**config.mk**
```make
export PLATFORM = sky130hd
export DESIGN_NAME = fscr_top
export DESIGN_NICKNAME = d
export VERILOG_FILES = /design/src/shared/fscr_pkg.sv /design/src/shared/fscr_reg_if.sv /design/src/fscr_avalon_slave.sv /design/src/fscr_threshold.sv /design/src/fscr_top.sv
export VERILOG_INCLUDE_DIRS = /design/src /design/src/shared
export SDC_FILE = /design/constraint.sdc
export NUM_CORES = 1
export LEC_CHECK = 0
export ABC_AREA = 0
export ABC_CLOCK_PERIOD_IN_PS = 2800
export BUFFER_PORTS_ARGS = -buffer_cell sky130_fd_sc_hd__buf_2
export CAP_MARGIN = 15
export CORE_MARGIN = 8
export CORE_UTILIZATION = 51
export CTS_BUF_LIST = sky130_fd_sc_hd__clkbuf_16
export CTS_CLUSTER_SIZE = 8
export DETAILED_ROUTE_END_ITERATION = 8
export GPL_TIMING_DRIVEN = 1
export HOLD_SLACK_MARGIN = 0.08
export PLACE_DENSITY = 0.81
export SLEW_MARGIN = 20
export SYNTH_ARGS = -nofsm -noshare
export SYNTH_HDL_FRONTEND = slang
export SYNTH_SLANG_ARGS = --single-unit
```
**constraint.sdc**
```tcl
create_clock -name clk -period 2.8 [get_ports clk]
set_clock_uncertainty 0.1 [all_clocks]
set_input_delay 0.14 -clock clk [delete_from_list [all_inputs] [get_ports clk]]
set_output_delay 0.14 -clock clk [all_outputs]
set_load 0.005 [all_outputs]
```
**src/shared/fscr_regs.svh**
```systemverilog
// register offsets, field positions, reset values for the fifo and synth counter bank
`ifndef FSCR_REGS_SVH
`define FSCR_REGS_SVH

// ----------------------------------------
// register indices (byte address = 4 * index)
// ----------------------------------------
`define FSCR_IDX_GCON   5'h00
`define FSCR_IDX_FIFOC  5'h05
`define FSCR_IDX_R1     5'h06
`define FSCR_IDX_P1     5'h07
`define FSCR_IDX_S1     5'h08
`define FSCR_IDX_R2     5'h09
`define FSCR_IDX_STAT   5'h10

// ----------------------------------------
// field positions
// ----------------------------------------
`define FSCR_DEPTH_HI   7
`define FSCR_DEPTH_LO   6
`define FSCR_THR_HI     5
`define FSCR_THR_LO     0
`define FSCR_SEL_BIT    0

// ----------------------------------------
// reset values
// ----------------------------------------
`define FSCR_RST_FIFOC  8'h0F
`define FSCR_RST_R1     8'h77
`define FSCR_RST_P1     8'h64
`define FSCR_RST_S1     8'h32
`define FSCR_RST_R2     8'h74
`define FSCR_RST_GCON   8'h00

// ----------------------------------------
// depth sizes in bytes
// ----------------------------------------
`define FSCR_DEPTH_64   7'h40
`define FSCR_DEPTH_48   7'h30
`define FSCR_DEPTH_32   7'h20

`endif

```
**src/shared/fscr_pkg.sv**
```systemverilog
// types and shared decode for the fifo and synth counter bank
`include "fscr_regs.svh"
package fscr_pkg;

  // ----------------------------------------
  // operating mode of the transceiver
  // ----------------------------------------
  typedef enum logic [1:0] {
    FSCR_MODE_STBY = 2'h0,  // stand-by
    FSCR_MODE_RX   = 2'h1,  // receive
    FSCR_MODE_TX   = 2'h2   // transmit
  } fscr_mode_t;

  // ----------------------------------------
  // bus handshake states, one-hot
  // ----------------------------------------
  typedef enum logic [1:0] {
    FSCR_BUS_IDLE = 2'b01,  // waiting for a request
    FSCR_BUS_ACK  = 2'b10   // waitrequest low this cycle
  } fscr_bus_state_t;

  // depth code to size in bytes
  function automatic logic [6:0] fscr_depth_bytes(input logic [1:0] code);
    case (code)
      2'h3:    fscr_depth_bytes = `FSCR_DEPTH_64;
      2'h2:    fscr_depth_bytes = `FSCR_DEPTH_48;
      default: fscr_depth_bytes = `FSCR_DEPTH_32;  // 01, and 00 as smallest
    endcase
  endfunction

endpackage

```
**src/shared/fscr_reg_if.sv**
```systemverilog
// internal register access carrier between bus slave and register bank
interface fscr_reg_if;
  logic [4:0] index;    // register index
  logic [7:0] wdata;    // write data, low byte
  logic       wr_pulse; // one-cycle write commit
  logic [7:0] rdata;    // read data of indexed register
  logic       hit;      // index is mapped

  // ----------------------------------------
  // bus slave side
  // ----------------------------------------
  modport slave (output index, output wdata, output wr_pulse, input rdata, input hit);

  // ----------------------------------------
  // register bank side
  // ----------------------------------------
  modport bank (input index, input wdata, input wr_pulse, output rdata, output hit);
endinterface

```
**src/fscr_avalon_slave.sv**
```systemverilog
// avalon-mm slave with waitrequest, one wait cycle per access
module fscr_avalon_slave (
  // clock and reset
  input  wire logic        clk,
  input  wire logic        reset,
  // avalon-mm
  input  wire logic [6:0]  address,
  input  wire logic        read,
  input  wire logic        write,
  input  wire logic [3:0]  byteenable,
  input  wire logic [31:0] writedata,
  output logic      [31:0] readdata,
  output logic             waitrequest,
  // register bank
  fscr_reg_if.slave        rif
);

  fscr_pkg::fscr_bus_state_t state_reg;  // handshake state

  // decode word index and low byte
  assign rif.index    = address[6:2];
  assign rif.wdata    = writedata[7:0];
  // write lands only in the ack cycle, low lane enabled
  assign rif.wr_pulse = write & (state_reg == fscr_pkg::FSCR_BUS_ACK) & byteenable[0];

  // ----------------------------------------
  // handshake: one wait cycle, then ack cycle
  // ----------------------------------------
  always_ff @(posedge clk or posedge reset) begin
    if (reset) begin
      state_reg   <= fscr_pkg::FSCR_BUS_IDLE;
      waitrequest <= 1'b1;
    end else begin
      case (state_reg)
        fscr_pkg::FSCR_BUS_IDLE: begin
          if (read | write) begin
            state_reg   <= fscr_pkg::FSCR_BUS_ACK;
            waitrequest <= 1'b0;
          end
        end
        fscr_pkg::FSCR_BUS_ACK: begin
          // master releases at this edge
          state_reg   <= fscr_pkg::FSCR_BUS_IDLE;
          waitrequest <= 1'b1;
        end
        default: begin
          state_reg   <= fscr_pkg::FSCR_BUS_IDLE;
          waitrequest <= 1'b1;
        end
      endcase
    end
  end

  // ----------------------------------------
  // read data captured as ack begins; unmapped reads zero
  // ----------------------------------------
  always_ff @(posedge clk or posedge reset) begin
    if (reset) begin
      readdata <= 32'h0000_0000;
    end else if ((state_reg == fscr_pkg::FSCR_BUS_IDLE) && read) begin
      readdata <= {24'h00_0000, (rif.hit ? rif.rdata : 8'h00)};
    end
  end

endmodule

```
**src/fscr_threshold.sv**
```systemverilog
// fifo threshold interrupt source, behaviour set by operating mode
module fscr_threshold (
  // clock and reset
  input  wire logic       clk,
  input  wire logic       reset,
  // configuration and state
  input  wire logic [5:0] threshold,
  input  wire logic [6:0] fill_level,
  input  wire logic [1:0] mode,
  // interrupt source
  output logic            source
);

  logic at_or_above;  // level reached threshold
  logic below;        // level not above threshold

  assign at_or_above = fill_level >= {1'b0, threshold};
  assign below       = fill_level <= {1'b0, threshold};

  // ----------------------------------------
  // tx asks for data while level is low; rx and stand-by flag data waiting
  // ----------------------------------------
  always_ff @(posedge clk or posedge reset) begin
    if (reset) begin
      source <= 1'b0;
    end else begin
      case (fscr_pkg::fscr_mode_t'(mode))
        fscr_pkg::FSCR_MODE_TX:   source <= below;
        fscr_pkg::FSCR_MODE_RX:   source <= at_or_above;
        fscr_pkg::FSCR_MODE_STBY: source <= at_or_above;
        default:                  source <= 1'b0;
      endcase
    end
  end

endmodule

```
**src/fscr_top.sv**
```systemverilog
// fifo configuration and synthesizer counter register bank
`include "fscr_regs.svh"
module fscr_top (
  // clock and reset
  input  wire logic        clk,
  input  wire logic        reset,

  // avalon-mm slave
  input  wire logic [6:0]  address,
  input  wire logic        read,
  input  wire logic        write,
  input  wire logic [3:0]  byteenable,
  input  wire logic [31:0] writedata,
  output logic      [31:0] readdata,
  output logic             waitrequest,

  // fifo datapath and mode
  input  wire logic [6:0]  fifo_fill_level,
  input  wire logic [1:0]  operating_mode,

  // second-set p and s counters from the rest of the bank
  input  wire logic [7:0]  p_counter_value_two,
  input  wire logic [7:0]  s_counter_value_two,

  // fifo sizing and threshold source
  output logic      [6:0]  fifo_depth_bytes,
  output logic      [5:0]  fifo_threshold,
  output logic             fifo_threshold_source,

  // counters for the synthesizer
  output logic      [7:0]  synth_ref_divider,
  output logic      [7:0]  synth_p_counter,
  output logic      [7:0]  synth_s_counter
);

  // ----------------------------------------
  // register storage
  // ----------------------------------------
  logic [7:0] fifo_configuration_reg;         // depth and threshold
  logic [7:0] synth_ref_divider_set_one_reg;  // first reference divider
  logic [7:0] synth_p_counter_set_one_reg;    // first p counter
  logic [7:0] synth_s_counter_set_one_reg;    // first s counter
  logic [7:0] synth_ref_divider_set_two_reg;  // second reference divider
  logic [7:0] general_config_register_reg;    // holds counter set select

  // ----------------------------------------
  // decoded fields
  // ----------------------------------------
  logic [1:0] fifo_depth_select;     // depth code
  logic [5:0] fifo_level_threshold;  // threshold field
  logic       counter_set_select;    // 0 first set, 1 second set
  logic [7:0] status_byte;           // readable block state

  // register access carrier
  fscr_reg_if rif ();

  assign fifo_depth_select    = fifo_configuration_reg[`FSCR_DEPTH_HI:`FSCR_DEPTH_LO];
  assign fifo_level_threshold = fifo_configuration_reg[`FSCR_THR_HI:`FSCR_THR_LO];
  assign counter_set_select   = general_config_register_reg[`FSCR_SEL_BIT];

  // status: threshold source, selected set, current mode, depth code
  assign status_byte = {2'h0,
                        fifo_threshold_source,
                        counter_set_select,
                        operating_mode,
                        fifo_depth_select};

  // write strobe for one register index
  function automatic logic wr_hit(input logic [4:0] idx);
    wr_hit = rif.wr_pulse && (rif.index == idx);
  endfunction

  // ----------------------------------------
  // bus slave
  // ----------------------------------------
  fscr_avalon_slave u_slave (
    .clk         (clk),
    .reset       (reset),
    .address     (address),
    .read        (read),
    .write       (write),
    .byteenable  (byteenable),
    .writedata   (writedata),
    .readdata    (readdata),
    .waitrequest (waitrequest),
    .rif         (rif.slave)
  );

  // ----------------------------------------
  // fifo configuration register
  // ----------------------------------------
  always_ff @(posedge clk or posedge reset) begin
    if (reset) begin
      fifo_configuration_reg <= `FSCR_RST_FIFOC;
    end else if (wr_hit(`FSCR_IDX_FIFOC)) begin
      fifo_configuration_reg <= rif.wdata;
    end
  end

  // ----------------------------------------
  // first counter set
  // ----------------------------------------
  always_ff @(posedge clk or posedge reset) begin
    if (reset) begin
      synth_ref_divider_set_one_reg <= `FSCR_RST_R1;
    end else if (wr_hit(`FSCR_IDX_R1)) begin
      synth_ref_divider_set_one_reg <= rif.wdata;
    end
  end

  always_ff @(posedge clk or posedge reset) begin
    if (reset) begin
      synth_p_counter_set_one_reg <= `FSCR_RST_P1;
    end else if (wr_hit(`FSCR_IDX_P1)) begin
      synth_p_counter_set_one_reg <= rif.wdata;
    end
  end

  always_ff @(posedge clk or posedge reset) begin
    if (reset) begin
      synth_s_counter_set_one_reg <= `FSCR_RST_S1;
    end else if (wr_hit(`FSCR_IDX_S1)) begin
      synth_s_counter_set_one_reg <= rif.wdata;
    end
  end

  // ----------------------------------------
  // second reference divider
  // ----------------------------------------
  always_ff @(posedge clk or posedge reset) begin
    if (reset) begin
      synth_ref_divider_set_two_reg <= `FSCR_RST_R2;
    end else if (wr_hit(`FSCR_IDX_R2)) begin
      synth_ref_divider_set_two_reg <= rif.wdata;
    end
  end

  // ----------------------------------------
  // general configuration: counter set select
  // ----------------------------------------
  always_ff @(posedge clk or posedge reset) begin
    if (reset) begin
      general_config_register_reg <= `FSCR_RST_GCON;
    end else if (wr_hit(`FSCR_IDX_GCON)) begin
      general_config_register_reg <= rif.wdata;
    end
  end

  // ----------------------------------------
  // read mux and map decode
  // ----------------------------------------
  always_comb begin
    rif.hit   = 1'b1;
    rif.rdata = 8'h00;
    case (rif.index)
      `FSCR_IDX_GCON:  rif.rdata = general_config_register_reg;
      `FSCR_IDX_FIFOC: rif.rdata = fifo_configuration_reg;
      `FSCR_IDX_R1:    rif.rdata = synth_ref_divider_set_one_reg;
      `FSCR_IDX_P1:    rif.rdata = synth_p_counter_set_one_reg;
      `FSCR_IDX_S1:    rif.rdata = synth_s_counter_set_one_reg;
      `FSCR_IDX_R2:    rif.rdata = synth_ref_divider_set_two_reg;
      `FSCR_IDX_STAT:  rif.rdata = status_byte;
      default:         rif.hit   = 1'b0;  // unmapped reads zero
    endcase
  end

  // ----------------------------------------
  // fifo depth from depth code; 00 maps to smallest
  // ----------------------------------------
  always_ff @(posedge clk or posedge reset) begin
    if (reset) begin
      fifo_depth_bytes <= `FSCR_DEPTH_32;
    end else begin
      fifo_depth_bytes <= fscr_pkg::fscr_depth_bytes(fifo_depth_select);
    end
  end

  // threshold field copied out for the fifo datapath
  always_ff @(posedge clk or posedge reset) begin
    if (reset) begin
      fifo_threshold <= 6'h00;
    end else begin
      fifo_threshold <= fifo_level_threshold;
    end
  end

  // ----------------------------------------
  // threshold interrupt source
  // ----------------------------------------
  fscr_threshold u_thr (
    .clk        (clk),
    .reset      (reset),
    .threshold  (fifo_level_threshold),
    .fill_level (fifo_fill_level),
    .mode       (operating_mode),
    .source     (fifo_threshold_source)
  );

  // ----------------------------------------
  // counter set selection for carrier generation
  // ----------------------------------------
  always_ff @(posedge clk or posedge reset) begin
    if (reset) begin
      synth_ref_divider <= `FSCR_RST_R1;
      synth_p_counter   <= `FSCR_RST_P1;
      synth_s_counter   <= `FSCR_RST_S1;
    end else if (counter_set_select) begin
      // second set; p and s come from outside this slice
      synth_ref_divider <= synth_ref_divider_set_two_reg;
      synth_p_counter   <= p_counter_value_two;
      synth_s_counter   <= s_counter_value_two;
    end else begin
      // first set
      synth_ref_divider <= synth_ref_divider_set_one_reg;
      synth_p_counter   <= synth_p_counter_set_one_reg;
      synth_s_counter   <= synth_s_counter_set_one_reg;
    end
  end

endmodule

```
# Word level (Yosys, flattened, before mapping)
# Cells that the tools add are included.
word_totals:
  word_cells: 56
  latch_bits: 0
  romBits: 0
  n_memories: 0
  output_inout_bits: 71
  ff_bits: 97
  input_bits: 72
  ram_bits: 0
op_classes:
  reduce_logical: 11
  bitwise: 3
  shifts: 0
  n_mux: 12
  magnitude_cmp: 2
  eq_ne: 13
  n_div: 0
  n_addsub: 0
  mul: 0
op_table:
  columns: ["cell", "count"]
  rows:
  - ["$pmux 8 s7", 1]
  - ["$mux 8", 4]
  - ["$eq 5x3->1 const B", 3]
  - ["$pmux 7 s2", 1]
  - ["$eq 5x4->1 const B", 2]
  - ["$eq 2x2->1 const B", 4]
  - ["$ge 7x6->1", 1]
  - ["$le 7x6->1", 1]
  - ["$logic_and 1x1->1", 7]
  - ["$reduce_or 7->1", 1]
  - ["$eq 5x5->1 const B", 1]
  - ["$logic_not 5->1", 1]
  - ["$eq 2x1->1 const B", 2]
  - ["$mux 2", 2]
  - ["$mux 1", 3]
  - ["$and 1x1->1", 2]
  - ["$logic_not 2->1", 1]
  - ["$ne 2x1->1 const B", 1]
  - ["$pmux 1 s2", 1]
  - ["$reduce_or 2->1", 1]
  - ["$or 1x1->1", 1]

# Longest topological paths before layout
depth:
  depth_word: 4
  ltp_mapped: 7
  ltp_nobuf: 6

# By module
# From an unflattened synthesis, not the netlist that was laid out.
unflattened:
  hier_cells: 348
  area_unflattened_um2: 4575.6
modules_own_cells:
  columns: ["mod", "seq_area_each_um2", "n_inst", "cells_per_inst", "area_per_inst_um2"]
  rows:
  - ["fscr_top", 2068.2, 1, 241, 3633.5]
  - ["fscr_avalon_slave", 251.5, 1, 80, 733.2]
  - ["fscr_threshold", 25.0, 1, 27, 209.0]

# Worst setup path before layout
# No wires, ideal clock.
synth_timing:
  path_kind: "register to register"
  start: "reg fifo_configuration_reg[2]"
  end: "reg u_thr.source"
  arrival_ps: 1527
  setup_slack_ps: 1091
  period_less_slack_ps: 1709
  n_path_buf: 0
  required_ps: 2617
  stages_incl_launch_ff: 7
  setup_time_ps: 83
  path_cell_list: "dfstp_2 > inv_1 > ha_1 > a21oi_1 > a21oi_1 > o32a_1 > o21ai_0"
synth_via:
  elab_chain_len: 2
  elab_cells_between_ends: 3
  classes_between: "order compare: 2; mux: 1"
synth_lines:
  columns: ["element", "line_no", "rtl"]
  rows:
  - ["from (decl)", "fscr_top.sv:39", "logic [7:0] fifo_configuration_reg;"]
  - ["from (signal assigned)", "fscr_top.sv:94", "fifo_configuration_reg <= `FSCR_RST_FIFOC;"]
  - ["from (signal assigned)", "fscr_top.sv:96", "fifo_configuration_reg <= rif.wdata;"]
  - ["$ge 7x6->1 or $le 7x6->1 (tied branches)", "fscr_threshold.sv:17, fscr_threshold.sv:18", null]
  - ["$pmux 1 s2 (*)", "fscr_threshold.sv:27", "case (fscr_pkg::fscr_mode_t'(mode))"]
  - ["to (signal assigned)", "fscr_threshold.sv:28", "fscr_pkg::FSCR_MODE_TX: source <= below;"]
  - ["to (signal assigned)", "fscr_threshold.sv:29", "fscr_pkg::FSCR_MODE_RX: source <= at_or_above;"]
  - ["to (signal assigned)", "fscr_threshold.sv:30", "fscr_pkg::FSCR_MODE_STBY: source <= at_or_above;"]
  - ["to (decl)", "fscr_threshold.sv:11", "output logic source"]
# Every way passes the cells marked *; elsewhere a longest branch is shown, timed or not.
# A chain may end at the register's enable or synchronous reset.

# Final worst setup path
# Same ends and word-level chain as after synthesis.

==> impl_metrics.csv <==
group,metric,value,unit
placed_design,numPortBuffers,85,
cells_and_area,drive_gt1_share,44.66,%
critical_path,r2r_start,"fifo_configuration_reg[2]",
route,first_iter_violations,188,
critical_path,r2r_end,"u_thr.source",
route,drc_errors,0,
clock_network,cts_setup_buffers,0,
critical_path,slowest_delay,560,ps
die,core_area,8175,µm²
yosys,synth.cell_area,4298,µm²
timing,fin_crit_sh,87.17,%
yosys,syn_inst,340,
critical_path,critPathMaxFanout,3,
clock_network,cts_buffers,9,
timing,fmax,409.7,MHz
yosys,syn_avg_cell_area,12.64,µm²
route,drt-total-wl,10.16,mm
cells_and_area,fill_cells,616,
critical_path,crit_family,"compound AO/OA/AOI/OAI gates",
timing,hold_ws,108.5,ps
timing,tightest_slew,922.5,ps
timing,rsz0062_at_grt,"false",
placed_design,gp_congestion,0.8520,
timing,setup_viol,0,
critical_path,path_common_cell,"a21oi_1",
die,die_h,107.8,µm
route,vias_per_cell,5.336,
power,leakage,2.625,nW
die,ios,143,
critical_path,crit_path_end_kind,"flop",
die,start_util,52.57,%
power,p_int,2.339,mW
clock_network,cts_root_buf,"clkbuf_16",
cells_and_area,fin_cells,565,
yosys,synth_edf_count,0,
yosys,synth_warnings,0,
power,clock_power_share,37.0,%
grt,grt-ovfl-total,0,
power,p_comb_share,13.2,%
critical_path,cp_cell_sequence,"inv_1 > ha_1 > a21oi_1 > a21oi_1 > o32a_1 > o21ai_0 > dlygate4sd3_1",
die,die_area,11620,µm²
cells_and_area,synthToLayoutAreaGrowth,23.00,%
grt,grt_pass1_wl,16.19,mm
power,ir_worst_vdd,286.1,µV
clock_network,cts.path.max_buffers,2,
yosys,synth_most_common_cell,"mux2_2",
clock_network,ctsResizeCount,0,
yosys,synth_commonest_cells,"65 x mux2_2, 58 x dfrtp_1, 34 x dfstp_2",
clock_network,htreeDepth,3,
critical_path,cp.required,2980,ps
yosys,ys_ff_latch,92,
route,ant_nets,0,
timing,period_minus_slack,2441,ps
yosys,yosysSeqAreaShare,54.56,%
power,p_sw_share,23.79,%
timing,report.final.slew_viol_count,0,
yosys,synth_top_area_share,33.77,%
critical_path,path_class,"flop to flop",
die,rows,33,
route,drt_first_pass_iters,4,
grt,grt_pass1_vias,3154,
power,pwr_density_cell,580.6,nW/µm²
yosys,synth_cell_types,45,
yosys,synthTopCellsByArea,"dfrtp_1 34%, dfstp_2 21%, mux2_2 17%",
critical_path,rr_worst_depth,7,
grt,antenna_found_initial,2,
critical_path,worstPathArrival,2620,ps
yosys,synth_ff_type,"dfrtp_1",
clock_network,clock_sinks,92,
critical_path,critPathLaunch,"fifo_configuration_reg[2]",
critical_path,crit_path_start_kind,"flop",
timing,slew_headroom,38.50,%
die,die_x,107.8,µm
critical_path,cp.depth,7,
grt,grt_max_degree,51,
yosys,synthArstFlopShare,100.0,%
min_path,min_path_type,"input port to flop",
timing,finalHoldViolCount,0,
clock_network,cts_tree,"yes",
critical_path,cp_slowest_cell,"dlygate4sd3_1",
placed_design,dpl.hpwl,7.228,mm
timing,fin_tns_setup,0,ps
cells_and_area,nNetsFinal,532,
critical_path,cp-endpoint,"u_thr.source",
clock_network,worstSkewPairLatency,340,ps
critical_path,rrSetupSlack,360,ps
grt,grtUsageTotal,17.93,%
route,wire_per_inst,17.98,µm
placed_design,numPlacedInstances,519,
power,switching_power,0.7302,mW
critical_path,crit_buf_inv,2,
power,pwr-share-seq,49.9,%
yosys,yosysTopAreaCell,"dfrtp_1",
clock_network,clkTransAtPathRegs,60,ps
route,vias,3015,
outcome,status,"complete, no violations",
run,max-cap-violations,0,
## per-layer routing
| layer | wire length [µm] | track usage (%) | vias up |
|---|---|---|---|
| met5 | 13 | 0 | - |
| met2 | 4931 | 28.73 | 120 |
| li1 | - | - | 1395 |
| met4 | 205 | 7.830 | 2 |
| met3 | 848 | 5.509 | 19 |
| met1 | 4161 | 21.80 | 1479 |
## layout make-up
cell class              instances  area, µm²  area share, %
multi-input cells             220       1722          32.57
diodes                          1      2.502        0.04734
clock buffers                   9      225.2          4.260
well taps                     105      131.4          2.485
inverters                      13      50.05         0.9467
flip-flops and latches         92       2345          44.36
repair buffers                118      758.2          14.34
clock inverters                 7      52.55         0.9941
## placed cells by master, fill, tap and decap left out, drive strengths merged, types with 2 or more instances in the layout
master       instances
clkinv               4
nor2b                2
dfstp               34
inv                 15
a211oi               3
mux2i               17
o32ai                5
dlygate4sd3         29
buf                 89
and3                 4
a21oi                2
a2111oi              3
a221oi               2
or4                  3
o21ai               15
nand4b               2
a22oi                3
dfrtp               58
ha                   6
or3b                 2
mux2                65
nand2               22
clkbuf               9
conb                28
nor3                 9
nor2                11
nand3                3
## worst min-delay path: stages
cell and delay, ps:
buf_2 150, or4_1 150, a22oi_1 60
## power groups by stage
stage | Combinational (mW) | Clock, mW | Sequential, mW
after floorplan | 0.249 | 0 | 1.54
after global placement | 0.351 | 0 | 1.55
after detailed placement | 0.363 | 0 | 1.55
after CTS | 0.407 | 1.15 | 1.53
after global routing | 0.448 | 1.22 | 1.54
final | 0.405 | 1.13 | 1.53
## worst min-delay path by stage
stage	start	end	slack, ps	depth (start not counted)
after detailed placement	reset	synth_s_counter[2]	180	2
after global placement	reset	synth_s_counter[2]	170	2
after CTS	address[4]	u_slave.readdata[6]	80	3
after global routing	address[4]	u_slave.readdata[6]	120	3
after floorplan	operating_mode[0]	u_thr.source	150	1
final	address[4]	u_slave.readdata[6]	110	3
## logic make-up after synthesis
kind of cell	after synthesis	share of synthesized area, %
other	1	0.08725
flip-flops	92	54.56
multiplexers	82	20.99
AND/OR/NAND/NOR	64	8.501
buffers and inverters	55	7.744
AO/OA/AOI/OAI	40	6.376
adder cells (fa/ha/maj)	6	1.747
## per-stage QoR
step / utilization, % / instance area [µm²] / setup slack (ps) / total power [mW]
2_1_floorplan: - / 4399 / 224.3 / 1.787
3_3_place_gp: 57.68 / 4716 / 649.9 / 1.897
3_5_place_dp: 57.68 / 4716 / 565.5 / 1.916
4_1_cts: 64.63 / 5284 / 383.5 / 3.087
5_1_grt: 64.66 / 5286 / 248.2 / 3.208
6_report: 64.66 / 5286 / 359.1 / 3.069
## repair_timing
action                                 CTS  global route
hold buffers                            29             0
setup endpoints to repair                0             0
endpoints found under the hold margin   88             0
Note: power is estimated with default switching activity, not from simulation.
